==> src/bfl_pkg.sv <==
// Shared constants, types and helpers for the bit, flag, load and store execution unit
package bfl_pkg;
    // status flag bit positions
    localparam int unsigned FLAG_C = 0;
    localparam int unsigned FLAG_Z = 1;
    localparam int unsigned FLAG_N = 2;
    localparam int unsigned FLAG_V = 3;
    localparam int unsigned FLAG_S = 4;
    localparam int unsigned FLAG_H = 5;
    localparam int unsigned FLAG_T = 6;
    localparam int unsigned FLAG_I = 7;

    localparam logic [7:0]  FLAGS_RESET  = 8'h00;
    localparam logic [7:0]  GPR_RESET    = 8'h00;
    localparam logic [15:0] SP_RESET_DEF = 16'h00ff;

    // software port map
    localparam logic [5:0]  REG_GPR_LAST = 6'h1f;
    localparam logic [5:0]  REG_SP_LO    = 6'h3d;
    localparam logic [5:0]  REG_SP_HI    = 6'h3e;
    localparam logic [5:0]  REG_FLAGS    = 6'h3f;

    // pointer pairs live in the general registers, low byte at an even index
    localparam logic [4:0]  PTR_X_LO     = 5'h1a;
    localparam logic [4:0]  PTR_Y_LO     = 5'h1c;
    localparam logic [4:0]  PTR_Z_LO     = 5'h1e;
    localparam logic [4:0]  REG_ZERO     = 5'h00;
    localparam logic [4:0]  REG_ONE      = 5'h01;

    typedef enum logic [4:0] {
        OP_NOP = 5'h00, OP_ROR, OP_ASR, OP_SWAP, OP_FSET, OP_FCLR, OP_BST, OP_BLD,
        OP_LD, OP_ST, OP_LDS, OP_STS, OP_LPM_R0, OP_LPM, OP_LPM_INC, OP_SPM, OP_PUSH, OP_POP
    } bfl_op_type;

    typedef enum logic [1:0] {PTR_X = 2'h0, PTR_Y = 2'h1, PTR_Z = 2'h2} bfl_ptr_sel_type;
    typedef enum logic [1:0] {PM_PLAIN = 2'h0, PM_POST_INC = 2'h1, PM_PRE_DEC = 2'h2, PM_DISP = 2'h3}
        bfl_ptr_mode_type;
    typedef enum logic [1:0] {ST_IDLE = 2'h0, ST_WAIT1 = 2'h1, ST_WAIT2 = 2'h3, ST_PMW = 2'h2} bfl_state_type;

    function automatic logic [4:0] bfl_ptr_lo(input bfl_ptr_sel_type sel);
        unique case (sel)
            PTR_X:   return PTR_X_LO;
            PTR_Y:   return PTR_Y_LO;
            default: return PTR_Z_LO;
        endcase
    endfunction

    function automatic logic bfl_is_lpm(input bfl_op_type op);
        return (op == OP_LPM_R0) || (op == OP_LPM) || (op == OP_LPM_INC);
    endfunction

    function automatic logic bfl_is_single(input bfl_op_type op);
        return !(bfl_is_lpm(op) || op inside {OP_LD, OP_ST, OP_LDS, OP_STS, OP_SPM, OP_PUSH, OP_POP});
    endfunction
endpackage

==> src/bfl_exec.sv <==
// Execution unit for shift, flag, transfer bit and memory transfer instructions
`timescale 1ns/1ps
module bfl_exec
    import bfl_pkg::*;
#(
    parameter int unsigned PM_AW    = 15,
    parameter logic [15:0] SP_RESET = SP_RESET_DEF
) (
    input  logic             CLK_IN,
    input  logic             RST_IN,
    input  logic             OP_VALID_IN,
    input  bfl_op_type       OP_CODE_IN,
    input  logic [4:0]       RD_SEL_IN,
    input  logic [2:0]       BIT_SEL_IN,
    input  logic [2:0]       FLAG_SEL_IN,
    input  bfl_ptr_sel_type  PTR_SEL_IN,
    input  bfl_ptr_mode_type PTR_MODE_IN,
    input  logic [5:0]       DISP_IN,
    input  logic [15:0]      DADDR_IN,
    output logic             READY_OUT,
    output logic             DONE_OUT,
    output logic [7:0]       FLAGS_OUT,
    output logic [15:0]      DMEM_ADDR_OUT,
    output logic [7:0]       DMEM_WDATA_OUT,
    output logic             DMEM_WE_OUT,
    output logic             DMEM_RE_OUT,
    input  logic [7:0]       DMEM_RDATA_IN,
    output logic [PM_AW-1:0] PMEM_ADDR_OUT,
    output logic             PMEM_RE_OUT,
    output logic             PMEM_WE_OUT,
    output logic [15:0]      PMEM_WDATA_OUT,
    input  logic [15:0]      PMEM_RDATA_IN,
    input  logic             PMEM_WDONE_IN,
    input  logic [5:0]       REG_ADDR_IN,
    input  logic [7:0]       REG_WDATA_IN,
    input  logic             REG_WR_IN,
    input  logic             REG_RD_IN,
    output logic [7:0]       REG_RDATA_OUT
);
    if (PM_AW < 1 || PM_AW > 15) begin : g_check
        $error("PM_AW must lie between 1 and 15");
    end

    logic [7:0]       gpr_mem [0:31];
    logic [7:0]       flags_reg;
    logic [15:0]      sp_reg;
    bfl_state_type    state_reg;
    bfl_state_type    state_next;
    logic             ready_reg;
    logic             done_reg;
    logic             done_next;
    logic [4:0]       pend_rd_reg;
    logic             pend_hi_reg;
    logic             pend_ld_reg;
    logic             pend_pm_reg;
    logic             take;
    logic             is_load;
    logic             bus_wr_gpr;
    logic [7:0]       rd_val;
    logic [4:0]       ptr_lo;
    logic [4:0]       ag_lo;
    logic [15:0]      ptr_val;
    logic [15:0]      z_val;
    logic [15:0]      ag_ptr;
    bfl_ptr_mode_type ag_mode;
    logic [15:0]      ag_addr;
    logic [15:0]      ag_ptr_new;
    logic             ag_ptr_wr;
    logic [7:0]       su_res;
    logic [7:0]       su_flags;
    logic             su_wr;

    assign take       = OP_VALID_IN && ready_reg;
    assign rd_val     = gpr_mem[RD_SEL_IN];
    assign ptr_lo     = bfl_ptr_lo(PTR_SEL_IN);
    assign ptr_val    = {gpr_mem[ptr_lo | REG_ONE], gpr_mem[ptr_lo]};
    assign z_val      = {gpr_mem[PTR_Z_LO | REG_ONE], gpr_mem[PTR_Z_LO]};
    assign is_load    = OP_CODE_IN inside {OP_LD, OP_LDS, OP_POP};
    assign bus_wr_gpr = REG_WR_IN && (REG_ADDR_IN <= REG_GPR_LAST);

    // program memory forms always address through the third pointer, only the incrementing form walks it
    always_comb begin
        ag_lo   = bfl_is_lpm(OP_CODE_IN) ? PTR_Z_LO : ptr_lo;
        ag_ptr  = bfl_is_lpm(OP_CODE_IN) ? z_val : ptr_val;
        ag_mode = PM_PLAIN;
        if (OP_CODE_IN == OP_LD || OP_CODE_IN == OP_ST) begin
            ag_mode = PTR_MODE_IN;
        end else if (OP_CODE_IN == OP_LPM_INC) begin
            ag_mode = PM_POST_INC;
        end
    end

    bfl_addr_gen u_addr_gen (
        .ptr_in     (ag_ptr),
        .mode_in    (ag_mode),
        .disp_in    (DISP_IN),
        .disp_ok_in (PTR_SEL_IN != PTR_X),
        .addr_out   (ag_addr),
        .ptr_out    (ag_ptr_new),
        .ptr_wr_out (ag_ptr_wr)
    );

    bfl_shift_unit u_shift_unit (
        .op_in       (OP_CODE_IN),
        .opnd_in     (rd_val),
        .bit_sel_in  (BIT_SEL_IN),
        .flag_sel_in (FLAG_SEL_IN),
        .flags_in    (flags_reg),
        .res_out     (su_res),
        .flags_out   (su_flags),
        .wr_reg_out  (su_wr)
    );

    always_comb begin
        state_next = state_reg;
        done_next  = 1'b0;
        unique case (state_reg)
            ST_IDLE: if (take) begin
                if (bfl_is_single(OP_CODE_IN)) begin
                    done_next = 1'b1;
                end else if (OP_CODE_IN == OP_SPM) begin
                    state_next = ST_PMW;
                end else begin
                    state_next = ST_WAIT1;
                end
            end
            ST_WAIT1: begin
                state_next = pend_pm_reg ? ST_WAIT2 : ST_IDLE;
                done_next  = !pend_pm_reg;
            end
            ST_WAIT2: begin
                state_next = ST_IDLE;
                done_next  = 1'b1;
            end
            ST_PMW: if (PMEM_WDONE_IN) begin
                state_next = ST_IDLE;
                done_next  = 1'b1;
            end
        endcase
    end

    always_ff @(posedge CLK_IN or posedge RST_IN) begin
        if (RST_IN) begin
            state_reg   <= ST_IDLE;
            ready_reg   <= 1'b1;
            done_reg    <= 1'b0;
            pend_rd_reg <= REG_ZERO;
            pend_hi_reg <= 1'b0;
            pend_ld_reg <= 1'b0;
            pend_pm_reg <= 1'b0;
        end else begin
            state_reg <= state_next;
            ready_reg <= (state_next == ST_IDLE);
            done_reg  <= done_next;
            if (take) begin
                pend_rd_reg <= (OP_CODE_IN == OP_LPM_R0) ? REG_ZERO : RD_SEL_IN;
                pend_hi_reg <= z_val[0];
                pend_ld_reg <= is_load;
                pend_pm_reg <= bfl_is_lpm(OP_CODE_IN);
            end
        end
    end

    // execution writes come last so they win over a colliding software write
    always_ff @(posedge CLK_IN or posedge RST_IN) begin
        if (RST_IN) begin
            for (int i = 0; i < 32; i++) begin
                gpr_mem[i] <= GPR_RESET;
            end
        end else begin
            if (bus_wr_gpr) gpr_mem[REG_ADDR_IN[4:0]] <= REG_WDATA_IN;
            if (take && su_wr) gpr_mem[RD_SEL_IN] <= su_res;
            if (take && ag_ptr_wr) begin
                gpr_mem[ag_lo]           <= ag_ptr_new[7:0];
                gpr_mem[ag_lo | REG_ONE] <= ag_ptr_new[15:8];
            end
            if (state_reg == ST_WAIT1 && pend_ld_reg) begin
                gpr_mem[pend_rd_reg] <= DMEM_RDATA_IN;
            end
            if (state_reg == ST_WAIT2) begin
                gpr_mem[pend_rd_reg] <= pend_hi_reg ? PMEM_RDATA_IN[15:8] : PMEM_RDATA_IN[7:0];
            end
        end
    end

    always_ff @(posedge CLK_IN or posedge RST_IN) begin
        if (RST_IN) begin
            flags_reg <= FLAGS_RESET;
        end else if (take && su_flags != flags_reg) begin
            flags_reg <= su_flags;
        end else if (REG_WR_IN && REG_ADDR_IN == REG_FLAGS) begin
            flags_reg <= REG_WDATA_IN;
        end
    end

    // stack grows down: push writes then decrements, pop increments then reads
    always_ff @(posedge CLK_IN or posedge RST_IN) begin
        if (RST_IN) begin
            sp_reg <= SP_RESET;
        end else if (take && OP_CODE_IN == OP_PUSH) begin
            sp_reg <= sp_reg - 16'h0001;
        end else if (take && OP_CODE_IN == OP_POP) begin
            sp_reg <= sp_reg + 16'h0001;
        end else if (REG_WR_IN && REG_ADDR_IN == REG_SP_LO) begin
            sp_reg[7:0] <= REG_WDATA_IN;
        end else if (REG_WR_IN && REG_ADDR_IN == REG_SP_HI) begin
            sp_reg[15:8] <= REG_WDATA_IN;
        end
    end

    always_ff @(posedge CLK_IN or posedge RST_IN) begin
        if (RST_IN) begin
            DMEM_ADDR_OUT  <= 16'h0000;
            DMEM_WDATA_OUT <= 8'h00;
            DMEM_WE_OUT    <= 1'b0;
            DMEM_RE_OUT    <= 1'b0;
        end else begin
            DMEM_WE_OUT <= 1'b0;
            DMEM_RE_OUT <= 1'b0;
            if (take) begin
                DMEM_WDATA_OUT <= rd_val;
                unique case (OP_CODE_IN)
                    OP_LD:   begin DMEM_ADDR_OUT <= ag_addr;  DMEM_RE_OUT <= 1'b1; end
                    OP_ST:   begin DMEM_ADDR_OUT <= ag_addr;  DMEM_WE_OUT <= 1'b1; end
                    OP_LDS:  begin DMEM_ADDR_OUT <= DADDR_IN; DMEM_RE_OUT <= 1'b1; end
                    OP_STS:  begin DMEM_ADDR_OUT <= DADDR_IN; DMEM_WE_OUT <= 1'b1; end
                    OP_PUSH: begin DMEM_ADDR_OUT <= sp_reg;   DMEM_WE_OUT <= 1'b1; end
                    OP_POP:  begin DMEM_ADDR_OUT <= sp_reg + 16'h0001; DMEM_RE_OUT <= 1'b1; end
                    default: ;
                endcase
            end
        end
    end

    // write request holds until the array answers, the core issues nothing meanwhile
    always_ff @(posedge CLK_IN or posedge RST_IN) begin
        if (RST_IN) begin
            PMEM_ADDR_OUT  <= '0;
            PMEM_RE_OUT    <= 1'b0;
            PMEM_WE_OUT    <= 1'b0;
            PMEM_WDATA_OUT <= 16'h0000;
        end else begin
            PMEM_RE_OUT <= take && bfl_is_lpm(OP_CODE_IN);
            if (take && (bfl_is_lpm(OP_CODE_IN) || OP_CODE_IN == OP_SPM)) PMEM_ADDR_OUT <= z_val[PM_AW:1];
            if (take && OP_CODE_IN == OP_SPM) begin
                PMEM_WE_OUT    <= 1'b1;
                PMEM_WDATA_OUT <= {gpr_mem[REG_ONE], gpr_mem[REG_ZERO]};
            end else if (state_reg == ST_PMW && PMEM_WDONE_IN) begin
                PMEM_WE_OUT <= 1'b0;
            end
        end
    end

    always_ff @(posedge CLK_IN or posedge RST_IN) begin
        if (RST_IN) begin
            REG_RDATA_OUT <= 8'h00;
        end else if (!REG_RD_IN) begin
            REG_RDATA_OUT <= 8'h00;
        end else if (REG_ADDR_IN <= REG_GPR_LAST) begin
            REG_RDATA_OUT <= gpr_mem[REG_ADDR_IN[4:0]];
        end else begin
            unique case (REG_ADDR_IN)
                REG_SP_LO: REG_RDATA_OUT <= sp_reg[7:0];
                REG_SP_HI: REG_RDATA_OUT <= sp_reg[15:8];
                REG_FLAGS: REG_RDATA_OUT <= flags_reg;
                default:   REG_RDATA_OUT <= 8'h00;
            endcase
        end
    end

    assign READY_OUT = ready_reg;
    assign DONE_OUT  = done_reg;
    assign FLAGS_OUT = flags_reg;

    logic [7:0] t_mask;
    assign t_mask = 8'(8'h01 << FLAG_T);
endmodule

==> src/bfl_shift_unit.sv <==
// Single-cycle register and flag operations: rotate, shift, swap, flag and transfer bit
`timescale 1ns/1ps
module bfl_shift_unit
    import bfl_pkg::*;
(
    input  bfl_op_type op_in,
    input  logic [7:0] opnd_in,
    input  logic [2:0] bit_sel_in,
    input  logic [2:0] flag_sel_in,
    input  logic [7:0] flags_in,
    output logic [7:0] res_out,
    output logic [7:0] flags_out,
    output logic       wr_reg_out
);
    always_comb begin
        res_out    = opnd_in;
        flags_out  = flags_in;
        wr_reg_out = 1'b0;
        unique case (op_in)
            OP_ROR: begin
                res_out           = {flags_in[FLAG_C], opnd_in[7:1]};
                flags_out[FLAG_C] = opnd_in[0];
                wr_reg_out        = 1'b1;
            end
            OP_ASR: begin
                res_out           = {opnd_in[7], opnd_in[7:1]};
                flags_out[FLAG_C] = opnd_in[0];
                wr_reg_out        = 1'b1;
            end
            OP_SWAP: begin
                res_out    = {opnd_in[3:0], opnd_in[7:4]};
                wr_reg_out = 1'b1;
            end
            OP_FSET: flags_out[flag_sel_in] = 1'b1;
            OP_FCLR: flags_out[flag_sel_in] = 1'b0;
            OP_BST:  flags_out[FLAG_T] = opnd_in[bit_sel_in];
            OP_BLD: begin
                res_out[bit_sel_in] = flags_in[FLAG_T];
                wr_reg_out          = 1'b1;
            end
            default: ;
        endcase
        // overflow follows negative xor carry, sign is left alone
        if (op_in == OP_ROR || op_in == OP_ASR) begin
            flags_out[FLAG_Z] = (res_out == 8'h00);
            flags_out[FLAG_N] = res_out[7];
            flags_out[FLAG_V] = res_out[7] ^ opnd_in[0];
        end
    end
endmodule

==> src/bfl_addr_gen.sv <==
// Pointer address generation: plain, post-increment, pre-decrement and displacement
`timescale 1ns/1ps
module bfl_addr_gen
    import bfl_pkg::*;
(
    input  logic [15:0]      ptr_in,
    input  bfl_ptr_mode_type mode_in,
    input  logic [5:0]       disp_in,
    input  logic             disp_ok_in,
    output logic [15:0]      addr_out,
    output logic [15:0]      ptr_out,
    output logic             ptr_wr_out
);
    always_comb begin
        addr_out   = ptr_in;
        ptr_out    = ptr_in;
        ptr_wr_out = 1'b0;
        unique case (mode_in)
            PM_PLAIN: ;
            PM_POST_INC: begin
                ptr_out    = ptr_in + 16'h0001;
                ptr_wr_out = 1'b1;
            end
            PM_PRE_DEC: begin
                ptr_out    = ptr_in - 16'h0001;
                addr_out   = ptr_out;
                ptr_wr_out = 1'b1;
            end
            // the first pair has no displacement form, it falls back to plain
            PM_DISP: if (disp_ok_in) addr_out = ptr_in + {10'h000, disp_in};
        endcase
    end
endmodule

==> config.mk <==
export PLATFORM = sky130hd
export DESIGN_NAME = bfl_exec
export DESIGN_NICKNAME = d
export VERILOG_FILES = /design/src/bfl_pkg.sv /design/src/bfl_exec.sv /design/src/bfl_shift_unit.sv /design/src/bfl_addr_gen.sv
export SDC_FILE = /design/constraint.sdc
export NUM_CORES = 2
export LEC_CHECK = 0
export ABC_AREA = 1
export BUFFER_PORTS_ARGS = -buffer_cell sky130_fd_sc_hd__buf_2
export CORE_MARGIN = 4
export CORE_UTILIZATION = 30
export DETAILED_ROUTE_END_ITERATION = 10
export PLACE_DENSITY = 0.45
export SETUP_SLACK_MARGIN = 0.1
export SLEW_MARGIN = 15
export SYNTH_ARGS = -nofsm -noshare
export SYNTH_HDL_FRONTEND = slang
export SYNTH_SLANG_ARGS = --single-unit
==> constraint.sdc <==
create_clock -name CLK_IN -period 13.2 [get_ports CLK_IN]
set_input_delay 0.66 -clock CLK_IN [delete_from_list [all_inputs] [get_ports CLK_IN]]
set_output_delay 0.66 -clock CLK_IN [all_outputs]
set_load 0.005 [all_outputs]
### Word-level counts from Yosys, hierarchy flattened

Cells that the tools add are included.

| cells by class | value |
|---|---|
| multipliers | 0 |
| equality and inequality tests | 29 |
| add/sub/neg operators | 5 |
| reduce and logical (&&, ||, !) cells | 50 |
| divide/modulo/power cells | 0 |
| mux-type cells | 85 |
| shift-type cells | 0 |
| bitwise gates (word level) | 11 |
| order comparisons | 17 |

Operators with widths:

| kind | number |
|---|---|
| $bwmux W256 | 6 |
| $mux W256 | 5 |
| $demux W8 S5 | 5 |
| $mux W8 | 21 |
| $bmux W8 S5 | 4 |
| $mux W16 | 4 |
| $pmux W16 S2 | 2 |
| $pmux W16 S4 | 1 |
| $ge A6 B6 Y1 const B | 7 |
| $not A5 Y6 | 7 |
| $eq A5 B4 Y1 const B | 8 |
| $add A16 B1 Y16 const B | 2 |
| $pmux W8 S4 | 1 |
| $sub A16 B1 Y16 const B | 2 |
| $lt A6 B1 Y1 const B | 5 |
| $pmux W8 S3 | 1 |
| $logic_and A1 B1 Y1 | 22 |
| $eq A5 B3 Y1 const B | 4 |
| $eq A6 B6 Y1 const B | 3 |
| $add A16 B6 Y16 | 1 |
| $mux W1 | 15 |
| $mux W2 | 6 |
| $eq A5 B2 Y1 const B | 2 |
| $eq A5 B5 Y1 const B | 2 |
| other kinds (35) | 61 |

| word-level totals | value |
|---|---|
| flip-flop bits (word level) | 359 |
| memory bits (read-only) | 0 |
| memory bits (writable) | 0 |
| bits of input ports | 86 |
| memories | 0 |
| word-level logic and storage cells | 248 |
| output and inout bits | 77 |
| latch bits | 0 |

### Logic depth before layout (Yosys ltp)

| logic depth | value |
|---|---|
| depth in word-level cells | 16 |
| mapped depth | 28 |
| mapped depth without buffers | 26 |

### Modules after synthesis

From an unflattened synthesis, not the netlist that was laid out.

| second synthesis, totals | value |
|---|---|
| cell total of the unflattened synthesis | 5529 |
| area, all modules | 32149.6 um^2 |

Modules (own cells, without submodules):

| module | area an instance (um^2) | cells each | times used | sequential area each (um^2) |
|---|---|---|---|---|
| bfl_exec | 29341.9 | 4944 | 1 | 8994.9 |
| bfl_addr_gen | 1998.2 | 408 | 1 | 0.0 |
| bfl_shift_unit | 809.5 | 177 | 1 | 0.0 |

### Worst setup path before layout

OpenSTA, ideal clock, no wires.

| timing path | value |
|---|---|
| kind | input port to flip-flop |
| start | input OP_CODE_IN[1] |
| end | register DMEM_ADDR_OUT[14] |
| path buffers | 1 |
| library setup time | 0.077 ns |
| required time | 13.123 ns |
| arrival time | 3.394 ns |
| setup slack | 9.729 ns |
| cell stages on the path | 19 |
| cell sequence | buf_2 -> nand2_1 -> nand2_2 -> nand2_1 -> o221ai_1 -> inv_1 -> ha_1 -> nand3_1 -> nand3_1 -> nand2_1 -> nand2_1 -> a21oi_1 -> nor4_2 -> nand3_1 -> o21ai_0 -> nand3_1 -> nand3_1 -> nand2_1 -> a21oi_1 |

| between the ends | value |
|---|---|
| longest elaborated chain between the ends | 8 |
| elaborated cells on any way between the ends | 26 |
| classes of those cells | add/sub (2); eq/ne (11); mux (6); reduce/logical (7) |

Ends and longest elaborated chain:

| element | line | source |
|---|---|---|
| start: declaration | bfl_exec.sv:12 | `input bfl_op_type OP_CODE_IN,` |
| $eq A5 B4 Y1 | bfl_pkg.sv:49 | `return (op == OP_LPM_R0) \|\| (op == OP_LPM) \|\| (op == OP_LPM_INC);` |
| $logic_or A1 B1 Y1 (2 in series) | bfl_pkg.sv:49 |  |
| $mux W16 | bfl_exec.sv:84 | `ag_ptr = bfl_is_lpm(OP_CODE_IN) ? z_val : ptr_val;` |
| $add A16 B6 Y16 | bfl_addr_gen.sv:30 | `PM_DISP: if (disp_ok_in) addr_out = ptr_in + {10'h000, disp_in};` |
| $mux W16 | bfl_addr_gen.sv:30 |  |
| $pmux W16 S2 | bfl_addr_gen.sv:18 | `unique case (mode_in)` |
| $pmux W16 S4 | bfl_exec.sv:222 | `unique case (OP_CODE_IN)` |
| end signal: assignment | bfl_exec.sv:223 | `OP_LD: begin DMEM_ADDR_OUT <= ag_addr; DMEM_RE_OUT <= 1'b1; end` |
| end signal: assignment | bfl_exec.sv:224 | `OP_ST: begin DMEM_ADDR_OUT <= ag_addr; DMEM_WE_OUT <= 1'b1; end` |
| end signal: assignment | bfl_exec.sv:225 | `OP_LDS: begin DMEM_ADDR_OUT <= DADDR_IN; DMEM_RE_OUT <= 1'b1; end` |
| end: declaration | bfl_exec.sv:23 | `output logic [15:0] DMEM_ADDR_OUT,` |

Several ways; a longest one is shown, not always the timed one.
A chain may end at the register's enable or synchronous reset.

### Worst setup path in the final report

| timing path | value |
|---|---|
| start | input RD_SEL_IN[0] |
| end | register gpr_mem[118] (netlist name) |

| between the ends | value |
|---|---|
| longest elaborated chain between the ends | 15 |
| elaborated cells on any way between the ends | 20 |
| classes of those cells | order compare (2); mux (16); bitwise (1); reduce/logical (1) |

Ends and longest elaborated chain:

| element | line | source |
|---|---|---|
| start: declaration | bfl_exec.sv:13 | `input logic [4:0] RD_SEL_IN,` |
| $not A5 Y6 (not written as such) * | bfl_exec.sv:74, bfl_exec.sv:172 |  |
| $bmux W8 S5 | bfl_exec.sv:74 | `assign rd_val = gpr_mem[RD_SEL_IN];` |
| $mux W8 (not written as such) (2 in series) | bfl_exec.sv:74 |  |
| $bwmux W8 | bfl_shift_unit.sv:38 | `res_out[bit_sel_in] = flags_in[FLAG_T];` |
| $pmux W8 S4 | bfl_shift_unit.sv:19 | `unique case (op_in)` |
| $bwmux W256 * | bfl_exec.sv:172 | `if (take && su_wr) gpr_mem[RD_SEL_IN] <= su_res;` |
| $mux W256 * | bfl_exec.sv:172 |  |
| $bwmux W256 | bfl_exec.sv:174 | `gpr_mem[ag_lo] <= ag_ptr_new[7:0];` |
| $bwmux W256 | bfl_exec.sv:175 | `gpr_mem[ag_lo \| REG_ONE] <= ag_ptr_new[15:8];` |
| $mux W256 * | bfl_exec.sv:173 | `if (take && ag_ptr_wr) begin` |
| $bwmux W256 | bfl_exec.sv:178 | `gpr_mem[pend_rd_reg] <= DMEM_RDATA_IN;` |
| $mux W256 * | bfl_exec.sv:177 | `if (state_reg == ST_WAIT1 && pend_ld_reg) begin` |
| $bwmux W256 | bfl_exec.sv:181 | `gpr_mem[pend_rd_reg] <= pend_hi_reg ? PMEM_RDATA_IN[15:8] : PMEM_RDATA_IN[7:0];` |
| $mux W256 * | bfl_exec.sv:180 | `if (state_reg == ST_WAIT2) begin` |
| end signal: indexed assignment | bfl_exec.sv:174 |  |
| end signal: indexed assignment | bfl_exec.sv:175 |  |
| end signal: indexed assignment | bfl_exec.sv:181 |  |
| end: declaration | bfl_exec.sv:44 | `logic [7:0] gpr_mem [0:31];` |

Mark *: on every way between the ends. The rest lies on a longest branch, timed or not. The select of a mux whose other input is x is not followed.

==> impl_metrics.env <==
export IMPL_yosys_warnings=0
export IMPL_clk_latency_ns=0.66
export IMPL_worst_pin_slew_ns=1.28
export IMPL_synth_edff_count=0
export IMPL_min_delay_path_class="in2async"
export IMPL_syn_nets=5051
export IMPL_clockBufferDepth=3
export IMPL_antenna_found_initial=11
export IMPL_seqCellArea_mm2=0.00899
export IMPL_drv_slew=0
export IMPL_post_cts_buffers=0
export IMPL_cts_hold_fix_buffers=0
export IMPL_worstReg2RegStart="gpr_mem[14]"
export IMPL_gp_congestion=0.981
export IMPL_num_vias=37200
export IMPL_finalSetupViolCount=0
export IMPL_ios=163
export IMPL_clkTransAtPathRegs_ns=0.06
export IMPL_largest_register_ffs=256
export IMPL_design_die_area_mm2=0.107
export IMPL_layout_drive_gt1_share_pct=8.34
export IMPL_fmax_mhz=164
export IMPL_cts_made_buffers=49
export IMPL_drt_total_wl_mm=179
export IMPL_yosysSeqAreaShare_pct=29.5
export IMPL_arrival_ns=6.59
export IMPL_worst_r2r_path_depth=14
export IMPL_postRouteAntennaNets=0
export IMPL_synthCells=4951
export IMPL_wl_per_cell_um=28.4
export IMPL_vdd_ir_drop_worst_v=0.0000980
export IMPL_drtPass1Iterations=10
export IMPL_outcome="completed"
export IMPL_design_core_area_mm2=0.101
export IMPL_synth_seq_cells=359
export IMPL_root_buffer="clkbuf_16"
export IMPL_leakage_nw=15.2
export IMPL_area_growth_pct=11.4
export IMPL_finalCritPeriodShare_pct=46.2
export IMPL_grt_max_degree=121
export IMPL_num_rows=116
export IMPL_finalNetCount=5012
export IMPL_grt_ovfl_total=0
export IMPL_post_route_util_pct=33.8
export IMPL_die_w_um=327
export IMPL_relSlewSlack_pct=13.9
export IMPL_fin_setup_tns_ns=0
export IMPL_cap_violations=0
export IMPL_clock_sinks=359
export IMPL_fill_cells=11200
export IMPL_start_util_pct=30.4
export IMPL_cts_tree="done"
export IMPL_async_flop_share_pct=100
export IMPL_endpoint_kind="flop"
export IMPL_cp_start_kind="primary input"
export IMPL_crit_path_max_fanout=120
export IMPL_crit_required_ns=13.69
export IMPL_syn_avg_cell_area_um2=6.17
export IMPL_portBuffers=162
export IMPL_vias_per_cell=5.90
export IMPL_rsz0062_at_grt="no"
export IMPL_fin_crit_ns=6.10
export IMPL_multiInputGateArea_mm2=0.0186
export IMPL_grt_usage_pct=32.1
export IMPL_cts_max_level=2
export IMPL_hold_viol=0
export IMPL_largest_register="gpr_mem"
export IMPL_synth_main_ff_cell="dfrtp_1"
export IMPL_drcViolationCount=0
export IMPL_first_global_vias=33400
export IMPL_finalClockSkew_ns=0.0309
export IMPL_synth_cell_type_count=51
export IMPL_r2r_end="gpr_mem[118]"
export IMPL_post_cts_resized=0
export IMPL_r2r_slack_ns=8.27
export IMPL_dr_first_iter_drc_count=5362
export IMPL_path_class="in2reg"
export IMPL_cellPowerDensity_mw_per_mm2=153
export IMPL_dp_hpwl_mm=120
export IMPL_grt_pass1_wl_mm=253
export IMPL_synth_area_mm2=0.0305
export IMPL_die_h_um=327
[through the flow]
stage | area [um2] | instances | power, W | hold WS, ns | worst slack, ns
finish | 34000 | 6313 | 0.00519 | 0.0603 | 7.10
global route | 34000 | 6309 | 0.00542 | 0.137 | 7.05
CTS | 34000 | 6309 | 0.00514 | 0.107 | 7.52
detailed placement | 32300 | 6218 | 0.00369 | 0.461 | 6.68
global placement | 32300 | 6218 | 0.00369 | 0.451 | 6.82
floorplan | 30500 | 4951 | 0.00277 | 0.453 | 2.59
[logic make-up (layout without fill, tap and decap cells)]
kind of cell,after synthesis,count (layout),share of synthesized area [%]
and+or+nand+nor,2278,2278,30.0
AOI/OAI and AO/OA,1506,1506,29.0
buffers and inverters,757,758,9.81
DFF,359,359,29.5
muxes,27,27,0.885
adders and majority gates,14,14,0.598
xor gates and xnor gates,10,10,0.287
other,0,4,0
[report_power, final]
part | internal (W) | leakage, nW | switching, W
registers | 0.00138 | 4.49 | 0.000375
clock network | 0.000843 | 0.827 | 0.000603
logic | 0.000603 | 9.85 | 0.00138
[cells in the final DEF, fill, tap and decap left out, types with 5 or more instances in the layout]
master / synthesis / final
nor2_2: 25 / 25
clkbuf_8: 0 / 7
o21ai_1: 34 / 34
inv_1: 393 / 385
o22ai_1: 67 / 67
nand3b_1: 6 / 6
nand2_2: 5 / 10
dfrtp_1: 350 / 350
nor2_1: 496 / 494
nor4_1: 7 / 7
nand2_1: 1436 / 1430
o21ai_0: 548 / 548
a211oi_1: 22 / 22
buf_2: 24 / 161
clkbuf_16: 0 / 51
clkinv_1: 18 / 23
clkinv_2: 0 / 13
a221oi_1: 20 / 20
xor2_1: 9 / 9
o221ai_1: 46 / 46
a22oi_1: 12 / 12
mux2i_1: 27 / 27
buf_4: 7 / 82
clkbuf_1: 277 / 11
nor2_4: 3 / 5
nor3_1: 56 / 50
a31oi_1: 202 / 202
nor3_2: 10 / 16
bufinv_16: 0 / 5
o31ai_1: 10 / 10
nand3_1: 210 / 210
dfstp_2: 9 / 9
inv_2: 12 / 14
a21oi_1: 315 / 315
ha_1: 13 / 13
nand4_1: 18 / 18
o211ai_1: 210 / 210
[worst max-delay path, stage by stage]
cell      delay, ns
buf_6          0.62
buf_4          0.70
nor2_1         0.32
nand2_1        0.14
nand3_1        0.09
nand2_1        0.10
nand2_1        0.06
nor2_1         0.28
nand2_1        0.20
nand2_1        0.09
nand2_1        0.07
nor2_2         0.96
clkinv_1       1.40
o211ai_1       0.59
a31oi_1        0.13
[final cells by class]
cell class | count | share of cell area, %
clock buffer | 69 | 4.16
multi-input combinational | 3835 | 54.7
antenna | 4 | 0.0294
clock inverter | 22 | 0.732
sequential | 359 | 26.5
tap | 1357 | 4.99
timing repair buffer | 244 | 4.21
inverter | 423 | 4.69
[synth_stat cells (all sizes together), types with 6 or more instances]
cell / number / share of area, %
a211oi: 22 / 0.54
a21oi: 315 / 5.2
a221oi: 20 / 0.57
a22oi: 12 / 0.30
a31oi: 202 / 4.1
buf: 57 / 1.2
clkbuf: 277 / 3.4
clkinv: 18 / 0.22
dfrtp: 350 / 29
dfstp: 9 / 0.77
ha: 13 / 0.53
inv: 405 / 5.0
mux2i: 27 / 0.89
nand2: 1443 / 18
nand3: 210 / 3.4
nand3b: 6 / 0.15
nand4: 18 / 0.37
nor2: 524 / 6.7
nor3: 66 / 1.2
nor4: 8 / 0.18
o211ai: 211 / 5.2
o21ai: 582 / 9.5
o221ai: 48 / 1.4
o22ai: 67 / 1.4
o31ai: 10 / 0.25
xor2: 9 / 0.26
[worst max-delay path by stage]
stage / slack [ns] / cells past startpoint / to / startpoint
2_1_floorplan: 2.59 / 1 / DMEM_ADDR_OUT[0] / RST_IN
3_3_place_gp: 6.82 / 15 / gpr_mem[70] / RD_SEL_IN[0]
3_5_place_dp: 6.68 / 15 / gpr_mem[126] / RD_SEL_IN[0]
4_1_cts: 7.52 / 15 / gpr_mem[126] / RD_SEL_IN[0]
5_1_grt: 7.05 / 15 / gpr_mem[118] / RD_SEL_IN[0]
6_report: 7.10 / 15 / gpr_mem[118] / RD_SEL_IN[0]
[routing by layer]
metal  vias to the layer above  wire (um)  part of all wire [%]  GRT usage [%]
met1                     17700      73800                    41           43.6
met3                       500      18200                    10           6.41
met4                         8      11200                   6.2           16.5
met5                         -         57                 0.032              0
li1                      16800          -                     -              -
met2                      2287      75900                    42           48.3
Power figures use the tool's default switching activity.
